===== config.mk =====
export PLATFORM = sky130hd
export DESIGN_NAME = exdbg_top
export DESIGN_NICKNAME = d
export VERILOG_FILES = /design/src/hdl/exdbg_top.v
export VERILOG_INCLUDE_DIRS = /design/src /design/src/hdl
export SDC_FILE = /design/constraint.sdc
export NUM_CORES = 1
export LEC_CHECK = 0
export BUFFER_PORTS_ARGS = -buffer_cell sky130_fd_sc_hd__buf_2
export CORE_MARGIN = 8
export CORE_UTILIZATION = 65
export CTS_CLUSTER_DIAMETER = 150
export DETAILED_ROUTE_END_ITERATION = 6
export PLACE_DENSITY = 0.87
export SYNTH_ARGS = -nofsm -noshare
export SYNTH_HDL_FRONTEND = slang
export SYNTH_SLANG_ARGS = --single-unit

===== constraint.sdc =====
create_clock -name clk_i -period 8.5 [get_ports clk_i]
set_clock_uncertainty 0.2 [all_clocks]
set_input_delay 2.55 -clock clk_i [delete_from_list [all_inputs] [get_ports clk_i]]
set_output_delay 2.55 -clock clk_i [all_outputs]
set_load 0.005 [all_outputs]

===== src/hdl/exdbg_map.vh =====
// exdbg_map.vh: constants for the exception and debug entry sequencer
// assumes inclusion by hdl/exdbg_top.v and the testbench; definitions only
`ifndef EXDBG_MAP_VH
`define EXDBG_MAP_VH

// wishbone register byte addresses
`define EXDBG_ADR_CTRL      8'h00
`define EXDBG_ADR_SR        8'h04
`define EXDBG_ADR_VBR       8'h08
`define EXDBG_ADR_PC        8'h0c
`define EXDBG_ADR_SP        8'h10
`define EXDBG_ADR_EVENT     8'h14
`define EXDBG_ADR_STATUS    8'h18
`define EXDBG_ADR_FRAME0    8'h1c
`define EXDBG_ADR_FRAME1    8'h20
`define EXDBG_ADR_VADDR     8'h24
`define EXDBG_ADR_IACKVEC   8'h28
`define EXDBG_ADR_OPCODE    8'h2c

// status word fields
`define EXDBG_SR_TRACE_HI   15
`define EXDBG_SR_TRACE_LO   14
`define EXDBG_SR_SUPER      13
`define EXDBG_SR_IPM_LSB    8

// event register bit positions (software writes one to raise)
`define EXDBG_EV_ILLEGAL    0
`define EXDBG_EV_ODD_FETCH  1
`define EXDBG_EV_ODD_OPND   2
`define EXDBG_EV_PRIV       3
`define EXDBG_EV_INSN_DONE  4
`define EXDBG_EV_FLOW       5
`define EXDBG_EV_BUS_FAULT  6
`define EXDBG_EV_INTR       7

// vector numbers
`define EXDBG_VEC_BUS_ERR   8'h02
`define EXDBG_VEC_ADDR_ERR  8'h03
`define EXDBG_VEC_ILLEGAL   8'h04
`define EXDBG_VEC_PRIV      8'h08
`define EXDBG_VEC_TRACE     8'h09
`define EXDBG_VEC_LINE_A    8'h0a
`define EXDBG_VEC_LINE_F    8'h0b
`define EXDBG_VEC_BREAKPOINT_REQUEST_N      8'h0c

// opcodes
`define EXDBG_OP_SWBKPT_LO  16'h4848
`define EXDBG_OP_SWBKPT_HI  16'h484f
`define EXDBG_OP_BG_ENTRY   16'h4afa

// cpu space used by interrupt acknowledge
`define EXDBG_IACK_SPACE    4'hf

// reset values
`define EXDBG_SR_RESET      16'h2700
`define EXDBG_VBR_RESET     32'h00000000

`endif


===== src/hdl/exdbg_top.v =====
// exdbg_top.v: exception sequencer with background-debug entry control
// assumes a classic wishbone master on clk_i and an asynchronous active-low
// breakpoint request pin from external hardware and on-chip peripherals
//
// Design decisions made here: the address map and register access over Wishbone.
`timescale 1ns/100ps
`include "exdbg_map.vh"

module exdbg_top
(
	input  wire        clk_i,
	input  wire        rst_i,
	input  wire [7:0]  wb_adr_i,
	input  wire [31:0] wb_dat_i,
	output reg  [31:0] wb_dat_o,
	input  wire        wb_we_i,
	input  wire [3:0]  wb_sel_i,
	input  wire        wb_cyc_i,
	input  wire        wb_stb_i,
	output reg         wb_ack_o,
	input  wire        breakpoint_request_n_i,
	input  wire        strobe_end_i,
	input  wire        iack_done_i,
	input  wire [7:0]  iack_vector_i,
	input  wire [2:0]  intr_level_i,
	output reg         iack_req_o,
	output reg  [3:0]  iack_space_o,
	output reg         debug_halt_o,
	output reg         cpu_halted_o,
	output reg         background_debug_mode_o
);

	localparam ST_IDLE  = 3'd0;
	localparam ST_ENTRY = 3'd1;
	localparam ST_VEC   = 3'd2;
	localparam ST_IACK  = 3'd3;
	localparam ST_FRAME = 3'd4;
	localparam ST_LOAD  = 3'd5;

	reg        breakpoint_request_n_s1_q;
	reg        breakpoint_request_n_s2_q;
	reg        breakpoint_request_n_smp_q;
	reg        rst_prev_q;
	reg [2:0]  st_q;
	reg [15:0] sr_q;
	reg [15:0] sr_copy_q;
	reg [31:0] vbr_q;
	reg [31:0] pc_q;
	reg [31:0] sp_q;
	reg [31:0] frame0_q;
	reg [31:0] frame1_q;
	reg [31:0] vaddr_q;
	reg [31:0] iackvec_q;
	reg [15:0] opcode_q;
	reg        op_valid_q;
	reg [7:0]  ev_q;
	reg [7:0]  vec_q;
	reg        is_intr_q;
	reg        fault_pend_q;
	reg        pending_q;
	reg        trace_flow_q;

	// decoded opcode classes, used by the opcode path and status readback
	function [2:0] op_class;
		input [15:0] op;
		begin
			if (op == `EXDBG_OP_BG_ENTRY)
				op_class = 3'd1;
			else if (op >= `EXDBG_OP_SWBKPT_LO && op <= `EXDBG_OP_SWBKPT_HI)
				op_class = 3'd2;
			else if (op[15:12] == 4'ha)
				op_class = 3'd3;
			else if (op[15:12] == 4'hf)
				op_class = 3'd4;
			else
				op_class = 3'd0;
		end
	endfunction

	wire       wb_req    = wb_cyc_i & wb_stb_i & ~wb_ack_o;
	wire       wb_wr     = wb_req & wb_we_i;
	wire [2:0] cls       = op_class(opcode_q);
	wire       idle      = (st_q == ST_IDLE) & ~debug_halt_o & ~cpu_halted_o;
	wire       breakpoint_request_n_seen = breakpoint_request_n_smp_q;
	wire       mask_ok   = (intr_level_i > sr_q[10:8]) | (intr_level_i == 3'd7);
	// events raised by this cycle's write; a raise wins over a clear in the same cycle
	wire [7:0] ev_set    = (wb_wr & wb_sel_i[0] & (wb_adr_i == `EXDBG_ADR_EVENT)) ? wb_dat_i[7:0] : 8'h00;

	// pin synchroniser for the breakpoint request
	always @(posedge clk_i)
	begin
		breakpoint_request_n_s1_q <= breakpoint_request_n_i;
		breakpoint_request_n_s2_q <= breakpoint_request_n_s1_q;
		rst_prev_q <= rst_i;
	end

	// debug enable latched at reset release, held through the next reset until its release
	always @(posedge clk_i)
	begin
		if (rst_prev_q & ~rst_i)
			background_debug_mode_o <= ~breakpoint_request_n_s2_q;
		else if (rst_i)
			background_debug_mode_o <= background_debug_mode_o;
	end

	// breakpoint request taken at the data strobe end, like read data
	always @(posedge clk_i)
	begin
		if (rst_i)
			breakpoint_request_n_smp_q <= 1'b0;
		else if (strobe_end_i & ~breakpoint_request_n_s2_q & ~rst_prev_q)
			breakpoint_request_n_smp_q <= 1'b1;
		else if (idle)
			breakpoint_request_n_smp_q <= 1'b0;
	end

	// wishbone slave, one wait state, ack drops after one cycle
	always @(posedge clk_i)
	begin
		if (rst_i)
		begin
			wb_ack_o <= 1'b0;
			wb_dat_o <= 32'h00000000;
		end
		else
		begin
			wb_ack_o <= wb_req;
			case (wb_adr_i)
				`EXDBG_ADR_CTRL:    wb_dat_o <= {31'h00000000, trace_flow_q};
				`EXDBG_ADR_SR:      wb_dat_o <= {16'h0000, sr_q};
				`EXDBG_ADR_VBR:     wb_dat_o <= vbr_q;
				`EXDBG_ADR_PC:      wb_dat_o <= pc_q;
				`EXDBG_ADR_SP:      wb_dat_o <= sp_q;
				`EXDBG_ADR_EVENT:   wb_dat_o <= {24'h000000, ev_q};
				`EXDBG_ADR_STATUS:  wb_dat_o <= {16'h0000, vec_q, cls, st_q, cpu_halted_o, debug_halt_o};
				`EXDBG_ADR_FRAME0:  wb_dat_o <= frame0_q;
				`EXDBG_ADR_FRAME1:  wb_dat_o <= frame1_q;
				`EXDBG_ADR_VADDR:   wb_dat_o <= vaddr_q;
				`EXDBG_ADR_IACKVEC: wb_dat_o <= iackvec_q;
				`EXDBG_ADR_OPCODE:  wb_dat_o <= {15'h0000, op_valid_q, opcode_q};
				default:            wb_dat_o <= 32'h00000000;
			endcase
		end
	end

	// exception sequencer and software-visible state
	always @(posedge clk_i)
	begin
		if (rst_i)
		begin
			st_q         <= ST_IDLE;
			sr_q         <= `EXDBG_SR_RESET;
			sr_copy_q    <= `EXDBG_SR_RESET;
			vbr_q        <= `EXDBG_VBR_RESET;
			pc_q         <= 32'h00000000;
			sp_q         <= 32'h00000000;
			frame0_q     <= 32'h00000000;
			frame1_q     <= 32'h00000000;
			vaddr_q      <= 32'h00000000;
			iackvec_q    <= 32'h00000000;
			opcode_q     <= 16'h0000;
			op_valid_q   <= 1'b0;
			ev_q         <= 8'h00;
			vec_q        <= 8'h00;
			is_intr_q    <= 1'b0;
			fault_pend_q <= 1'b0;
			pending_q    <= 1'b0;
			trace_flow_q <= 1'b0;
			iack_req_o   <= 1'b0;
			iack_space_o <= 4'h0;
			debug_halt_o <= 1'b0;
			cpu_halted_o <= 1'b0;
		end
		else
		begin
			// register writes; events raised by software writing ones
			if (wb_wr & wb_sel_i[0])
			begin
				case (wb_adr_i)
					`EXDBG_ADR_CTRL:   trace_flow_q <= wb_dat_i[0];
					`EXDBG_ADR_SR:     sr_q <= wb_dat_i[15:0];
					`EXDBG_ADR_VBR:    vbr_q <= wb_dat_i;
					`EXDBG_ADR_PC:     pc_q <= wb_dat_i;
					`EXDBG_ADR_SP:     sp_q <= wb_dat_i;
					`EXDBG_ADR_IACKVEC: iackvec_q <= wb_dat_i;
					`EXDBG_ADR_EVENT:  ev_q <= ev_q | wb_dat_i[7:0];
					`EXDBG_ADR_OPCODE:
					begin
						opcode_q   <= wb_dat_i[15:0];
						op_valid_q <= 1'b1;
					end
					default: ;
				endcase
			end
			case (st_q)
				ST_IDLE:
				if (~debug_halt_o & ~cpu_halted_o)
				begin
					if (ev_q[`EXDBG_EV_BUS_FAULT])
					begin
						ev_q[`EXDBG_EV_BUS_FAULT] <= ev_set[`EXDBG_EV_BUS_FAULT];
						if (fault_pend_q)
						begin
							fault_pend_q <= 1'b0;
							if (background_debug_mode_o)
								debug_halt_o <= 1'b1;
							else
								cpu_halted_o <= 1'b1;
						end
						else
						begin
							fault_pend_q <= 1'b1;
							vec_q <= `EXDBG_VEC_BUS_ERR;
							st_q  <= ST_ENTRY;
						end
					end
					else if (breakpoint_request_n_seen)
					begin
						if (background_debug_mode_o)
							debug_halt_o <= 1'b1;
						else
						begin
							vec_q <= `EXDBG_VEC_BREAKPOINT_REQUEST_N;
							st_q  <= ST_ENTRY;
						end
					end
					else if (op_valid_q)
					begin
						op_valid_q <= 1'b0;
						if (cls == 3'd1 && background_debug_mode_o)
							debug_halt_o <= 1'b1;
						else if (cls == 3'd3 || cls == 3'd4)
						begin
							vec_q <= (cls == 3'd3) ? `EXDBG_VEC_LINE_A : `EXDBG_VEC_LINE_F;
							st_q  <= ST_ENTRY;
						end
						else if (cls != 3'd0)
						begin
							vec_q <= `EXDBG_VEC_ILLEGAL;
							st_q  <= ST_ENTRY;
						end
					end
					else if (ev_q[3:0] != 4'h0)
					begin
						if (ev_q[`EXDBG_EV_ILLEGAL])
							vec_q <= `EXDBG_VEC_ILLEGAL;
						else if (ev_q[`EXDBG_EV_PRIV])
							vec_q <= `EXDBG_VEC_PRIV;
						else
							vec_q <= `EXDBG_VEC_ADDR_ERR;
						ev_q[3:0] <= ev_set[3:0];
						st_q <= ST_ENTRY;
					end
					else if (ev_q[`EXDBG_EV_INSN_DONE])
					begin
						ev_q[`EXDBG_EV_INSN_DONE] <= ev_set[`EXDBG_EV_INSN_DONE];
						ev_q[`EXDBG_EV_FLOW] <= ev_set[`EXDBG_EV_FLOW];
						fault_pend_q <= 1'b0;
						if (sr_q[`EXDBG_SR_TRACE_HI] | (sr_q[`EXDBG_SR_TRACE_LO] & ev_q[`EXDBG_EV_FLOW] & trace_flow_q))
						begin
							vec_q <= `EXDBG_VEC_TRACE;
							st_q  <= ST_ENTRY;
						end
					end
					else if (ev_q[`EXDBG_EV_INTR] & mask_ok)
					begin
						ev_q[`EXDBG_EV_INTR] <= ev_set[`EXDBG_EV_INTR];
						is_intr_q <= 1'b1;
						st_q      <= ST_ENTRY;
					end
				end
				ST_ENTRY:
				begin
					sr_copy_q <= sr_q;
					sr_q[`EXDBG_SR_SUPER]    <= 1'b1;
					sr_q[`EXDBG_SR_TRACE_HI] <= 1'b0;
					sr_q[`EXDBG_SR_TRACE_LO] <= 1'b0;
					if (is_intr_q)
						sr_q[10:8] <= intr_level_i;
					st_q <= is_intr_q ? ST_IACK : ST_VEC;
					iack_req_o   <= is_intr_q;
					iack_space_o <= is_intr_q ? `EXDBG_IACK_SPACE : 4'h0;
				end
				ST_IACK:
				if (iack_done_i)
				begin
					vec_q        <= iack_vector_i;
					iack_req_o   <= 1'b0;
					iack_space_o <= 4'h0;
					is_intr_q    <= 1'b0;
					st_q         <= ST_VEC;
				end
				ST_VEC:
				begin
					vaddr_q <= vbr_q + {22'h000000, vec_q, 2'b00};
					st_q    <= ST_FRAME;
				end
				ST_FRAME:
				begin
					sp_q     <= sp_q - 32'h00000008;
					frame0_q <= {sr_copy_q, pc_q[31:16]};
					frame1_q <= {pc_q[15:0], 4'h0, 2'b00, vec_q, 2'b00};
					st_q     <= ST_LOAD;
				end
				ST_LOAD:
				begin
					// software supplies the fetched vector through IACKVEC
					pc_q <= iackvec_q;
					pending_q <= |ev_q;
					st_q <= ST_IDLE;
				end
				default: st_q <= ST_IDLE;
			endcase
		end
	end

endmodule // exdbg_top


==> metrics.cfg, run 1 <==
[setup_path]
crit_required_ps=8710
cp-start-kind=primary input
worstSetupEndpointType=flip-flop
critPathMaxFanout=29
worstPathArrival_ps=5730
worstSetupPathType=in -> reg

[global_route]
grt_pass1_wl_um=80300
met1_usage_pct=46.4
overflow=0
grt_pass1_vias=14000
grt_max_degree=213
antenna_found_initial=1
use_met3_pct=9.89
grt_util_met2_pct=53.9
track_usage_pct=35.9
grt-busiest-layer=met2

[synthesis]
yosys-top-cells-count=425 x nand2_1, 327 x dfxtp_1, 232 x a21oi_1
seq_area_frac_synth_pct=43.9
avgSynthCellArea_um2=8.09
yosys_register_bits=328
synth_edf_count=1
syn-cell-area_um2=15000
syn_inst=1852
ys_warn_count=0
synth_most_common_cell=nand2_1
async_flop_share_pct=0
ys_dominant_reg_cell=dfxtp_1
synth_area_leader_cell=dfxtp_1
synth_fp_nets=1928
synth_area_leaders=dfxtp_1 44%, nand2_1 11%, a21oi_1 7.8%, a22oi_1 3.7%, clkbuf_1 3.1%
post-synth-top-area-fraction_pct=43.7
yosysUniqueCellTypes=78

[layout]
syn_to_final_growth_pct=11.7
fin_util_pct=73.9
drive_gt1_share_pct=12.1
fin_nets=1952
fin_cells=2186
final_area_um2=16700

[placed_design]
portBuffers=100
post-place-ws_ps=2650
dp.cells=2124
place_congestion=1.01
dpl.hpwl_um=35500
placed_area_um2=15600

[status]
run_status=finished, violations left
violations=DRC

[detailed_routing]
drcViolationCount=2
drt_pass1_iterations=7
vias=15200
antenna_left=0
wirelength_um=52500
drtIter0Drc=2602
wl_per_cell_um=24.0
viasPerCell=6.95

[clock_network]
hold_buffers=0
cts_tree=done
post_cts_buffers=0
cts_made_buffers=35
htreeDepth=2
ctsRootBufferMaster=clkbuf_16
cts_num_sinks=328
clock_latency_ps=520
clk_pin_slew_ps=60
post_cts_resized=0
clock_path_buffers=3

[sta]
finalHoldViolCount=0
post-route-period-util_pct=65.0
fin_crit_ps=5520
rsz0062_at_grt=false
slew_violations=0
setup_violations=0
fmax_mhz=181
fin_ws_ps=2980
setup_tns_ps=0
worst_slew_pin_slew_ps=1240
relSlewSlack_pct=16.9

[floorplanning]
row_count=55
die_w_um=168
start_util_pct=66.2
die_h_um=168
pin_count=104
die_area_um2=28200
core_area_um2=22600

[power_and_ir_drop]
cellLeakagePower_uw=0.00584
p_per_area_nw_per_um2=214
vdd_drop_max_mv=0.211

[worst_hold_path]
hp-class=reg -> reg

[flow_run]
drv_cap=0

-- power breakdown --
group / switching (uW) / total, uW / internal (uW)
Combinational: 262 / 385 / 123
Sequential: 56.4 / 1640 / 1580
Clock: 630 / 1550 / 923
-- per-stage QoR --
step / total power (uW) / hold WS, ps
2_1_floorplan: 1910 / 110
3_3_place_gp: 2020 / 112
3_5_place_dp: 2030 / 143
4_1_cts: 3550 / 150
5_1_grt: 3670 / 159
6_report: 3580 / 149
-- registers in the layout (all words and copies together), names as in the netlist, 24 cells and up --
| signal | count |
|---|---|
| pc_q | 32 |
| wb_dat_o | 32 |
| vbr_q | 32 |
| frame0_q | 32 |
| vaddr_q | 32 |
| sp_q | 32 |
| frame1_q | 24 |
| iackvec_q | 32 |
-- placed cells by master, fill, tap and decap left out, types with 18 or more instances in the layout --
master | netlist | layout
nand2_1 | 425 | 424
dfxtp_1 | 327 | 327
a21oi_1 | 232 | 232
nor2_1 | 115 | 115
buf_2 | 2 | 99
a22oi_1 | 73 | 73
a211oi_1 | 46 | 46
o21ai_0 | 46 | 46
mux2i_1 | 44 | 44
a31oi_1 | 43 | 43
clkbuf_16 | 0 | 37
nand3_1 | 36 | 35
buf_4 | 4 | 25
nor3_1 | 25 | 20
a222oi_1 | 18 | 18
-- cell families (layout without fill, tap and decap cells) --
kind of cell             count (synthesis)  in the layout  synth area share [%]
AND/OR/NAND/NOR                        730            730                  21.8
AO/OA/AOI/OAI                          549            549                  23.4
flip-flops                             328            328                  43.9
buffers and inverters                  156            204                  4.08
multiplexers                            58             58                  4.67
XOR/XNOR                                18             18                  1.05
adder cells (fa/ha/maj)                 13             13                  1.14
other                                    0              1                     0
-- final cells by class --
class	instances	area, um2
Tap cell	285	357
Timing Repair Buffer	126	717
Sequential cell	328	6580
Antenna cell	1	2.50
Inverter	17	63.8
Clock buffer	49	1050
Multi-Input combinational cell	1368	7840
Fill cell	1723	5910
Clock inverter	12	118
-- worst max-delay path, stage by stage --
cell      delay [ps]
buf_2            340
or4b_2          1040
nor2_1          1010
a222oi_1         400
a31oi_1          380
-- layer usage --
layer | vias to the layer above | wire [um]
li1 | 6733 | -
met1 | 7054 | 19000
met2 | 1167 | 22600
met3 | 234 | 7780
met4 | 2 | 3120
met5 | - | 11
-- worst paths after layout --
path                                                start                         to  slack, ps  cells past startpoint
worst max-delay path                          wb_adr_i[4]               wb_dat_o[20]       2980                      5
worst min-delay path            breakpoint_request_n_s1_q  breakpoint_request_n_s2_q        150                      0
worst max register to register                    st_q[0]                   sp_q[25]       4720                      5
worst min register to register  breakpoint_request_n_s1_q  breakpoint_request_n_s2_q        150                      0
No activity file was read; power rests on OpenSTA's default activity.
==> run 2, diff against run 1 <==
--- a/config.mk
+++ b/config.mk
@@ -6,12 +6,13 @@
 export SDC_FILE = /design/constraint.sdc
 export NUM_CORES = 1
 export LEC_CHECK = 0
+export ABC_AREA = 1
 export BUFFER_PORTS_ARGS = -buffer_cell sky130_fd_sc_hd__buf_2
 export CORE_MARGIN = 8
-export CORE_UTILIZATION = 65
+export CORE_UTILIZATION = 61
 export CTS_CLUSTER_DIAMETER = 150
 export DETAILED_ROUTE_END_ITERATION = 6
-export PLACE_DENSITY = 0.87
+export PLACE_DENSITY = 0.82
 export SYNTH_ARGS = -nofsm -noshare
 export SYNTH_HDL_FRONTEND = slang
 export SYNTH_SLANG_ARGS = --single-unit
==> constraint.sdc (replaced) <==
create_clock -name clk_i -period 5.7 [get_ports clk_i]
set_clock_uncertainty 0.2 [all_clocks]
set_input_delay 1.71 -clock clk_i [delete_from_list [all_inputs] [get_ports clk_i]]
set_output_delay 1.71 -clock clk_i [all_outputs]
set_load 0.005 [all_outputs]
==> run 2 against run 1 <==
Compared with the run above: the flow now finishes without violations; cell area increased by 5.7%; sequential power increased by 68%; non-clock buffer count decreased by 8; sequential share of layout area decreased by 2.1 points; clock power increased by 55%; sequential cell count unchanged; critical path type unchanged; critical endpoint is now pc_q[19]; largest power group unchanged.
==> metrics.cfg, run 2 <==
[status]
run_status=complete, no violations

[floorplanning]
die_area_um2=31400
die_w_um=177
pin_count=104
row_count=59
start_util_pct=61.6
core_area_um2=25800
die_h_um=177

[setup_path]
slowest_stage=o21ai_4
cp-start-kind=primary input
crit_cells=9
crit_required_ps=5890
r2r-start=st_q[0]
critPathBufInv=2
r2r-end=pc_q[19]
rrSetupSlack_ps=2580
slowest_delay_ps=690
worstSetupPathType=in -> reg
worstPathCellList=buf_2 -> nor2_1 -> nand2_1 -> nor2_2 -> nand2_2 -> o21ai_4 -> inv_2 -> o21ai_0 -> a21oi_1
critPathMaxFanout=22
worstSetupEndpointType=flip-flop
worstPathArrival_ps=4140
ff2ff_path_depth=8
cp_top_family=compound AO/OA/AOI/OAI gates

[global_route]
overflow=0
met1_usage_pct=46.8
grt_max_degree=88
grt_pass1_vias=15700
grt-busiest-layer=met2
grt_pass1_wl_um=89400
use_met3_pct=8.02
track_usage_pct=36.8
antenna_found_initial=1
grt_util_met2_pct=54.0

[clock_network]
post_cts_buffers=0
ctsRootBufferMaster=clkbuf_16
htreeDepth=2
clk_pin_slew_ps=60
cts_made_buffers=36
clock_path_buffers=3
cts_num_sinks=328
hold_buffers=0
cts_tree=done
post_cts_resized=0
clock_latency_ps=520

[synthesis]
synth_area_leader_cell=dfxtp_1
ys_warn_count=0
yosysUniqueCellTypes=50
async_flop_share_pct=0
yosys-top-cells-count=416 x nand2_1, 327 x dfxtp_1, 306 x inv_1
post-synth-top-area-fraction_pct=41.3
synth_most_common_cell=nand2_1
synth_area_leaders=dfxtp_1 41%, nand2_1 9.8%, o21ai_0 8.2%, a21oi_1 7.5%, inv_1 7.2%
avgSynthCellArea_um2=6.85
synth_edf_count=1
syn-cell-area_um2=15900
seq_area_frac_synth_pct=41.5
synth_fp_nets=2391
syn_inst=2315
ys_dominant_reg_cell=dfxtp_1
yosys_register_bits=328

[placed_design]
dp.cells=2655
portBuffers=100
place_congestion=0.977
dpl.hpwl_um=41800

[layout]
syn_to_final_growth_pct=11.5
fin_nets=2434
drive_gt1_share_pct=9.06
layout_commonest_cell=nand2_1
fin_cells=2719
layout_common_cells=415 x nand2_1, 327 x dfxtp_1, 306 x inv_1

[worst_hold_path]
whs_endpoint=breakpoint_request_n_s2_q
worstHoldStart=breakpoint_request_n_s1_q
hp-class=reg -> reg
whs_path_depth=0

[detailed_routing]
drt_pass1_iterations=7
vias=16800
wirelength_um=59100
drtIter0Drc=2547
wl_per_cell_um=21.7
antenna_left=0
drcViolationCount=0
viasPerCell=6.17

[sta]
slew_violations=0
fmax_mhz=253
worst_slew_pin_slew_ps=1190
post-route-period-util_pct=69.3
finalHoldViolCount=0
relSlewSlack_pct=20.2
rsz0062_at_grt=false
setup_tns_ps=0
fin_crit_ps=3950
setup_violations=0

[power_and_ir_drop]
cellLeakagePower_uw=0.00747
finalPower_uw=6920
vdd_drop_max_mv=0.293
p_per_area_nw_per_um2=392

[flow_run]
drv_cap=0

## run 2: changes by cell type after synthesis, moves of 32 or more
cell      previous run  this run
a22oi_1             73         1
buf_2                2        34
clkbuf_1           125        67
inv_1               16       306
mux2i_1             44         0
nand3_1             36       101
nor2_1             115       254
o21ai_0             46       261
o22ai_1              5        48
## run 2: where the power goes
part	switching (uW)	internal [uW]
logic	1220	536
clock network	952	1460
registers	194	2560
total	2370	4550
## run 2: per-stage QoR
stage / utilization, % / hold WS [ps] / setup WS, ps / cell area, um2
after global placement: 63.9 / 119 / 1440 / 16500
after CTS: 68.6 / 140 / 1910 / 17700
after detailed placement: 63.9 / 119 / 1400 / 16500
after global routing: 68.6 / 144 / 1650 / 17700
after floorplan: - / 110 / 2520 / 15900
final: 68.6 / 135 / 1750 / 17700
## run 2: final cells by class
| cell class | instances | area, um2 |
|---|---|---|
| fillers | 2281 | 8090 |
| multi-input cells | 1548 | 7580 |
| flip-flops and latches | 328 | 6580 |
| inverters | 326 | 1230 |
| clock buffers | 58 | 1100 |
| repair buffers | 118 | 663 |
| well taps | 335 | 419 |
| clock inverters | 5 | 104 |
| diodes | 1 | 2.50 |
## run 2: kinds of logic (layout without fill, tap and decap cells)
| logic type | after synthesis | after routing | synth area share, % |
|---|---|---|---|
| buffers and inverters | 439 | 507 | 10.8 |
| flip-flops | 328 | 328 | 41.5 |
| AND/OR/NAND/NOR | 845 | 845 | 22.2 |
| XOR/XNOR | 19 | 19 | 1.05 |
| AO/OA/AOI/OAI | 671 | 671 | 23.4 |
| other | 0 | 1 | 0 |
| adder cells (fa/ha/maj) | 13 | 13 | 1.07 |
## run 2: layer usage
metal,wire length [um],vias to the layer above
li1,-,7718
met1,22400,7637
met2,24400,1174
met3,7210,249
met4,5140,0
met5,0,-
## run 2: worst reg2reg max path: cells and delay by family (launching register included)
family | cells | cell delay [ps]
DFF | 1 | 420
and+or+nand+nor | 1 | 190
buffers and inverters | 4 | 1450
AOI/OAI and AO/OA | 3 | 730
## run 2: worst max-delay path by stage
| stage | end | startpoint |
|---|---|---|
| 2_1_floorplan | sp_q[13] | wb_adr_i[1] |
| 3_3_place_gp | pc_q[29] | wb_adr_i[7] |
| 3_5_place_dp | pc_q[20] | wb_adr_i[7] |
| 4_1_cts | pc_q[19] | wb_adr_i[7] |
| 5_1_grt | pc_q[28] | wb_adr_i[7] |
| 6_report | pc_q[19] | wb_adr_i[7] |
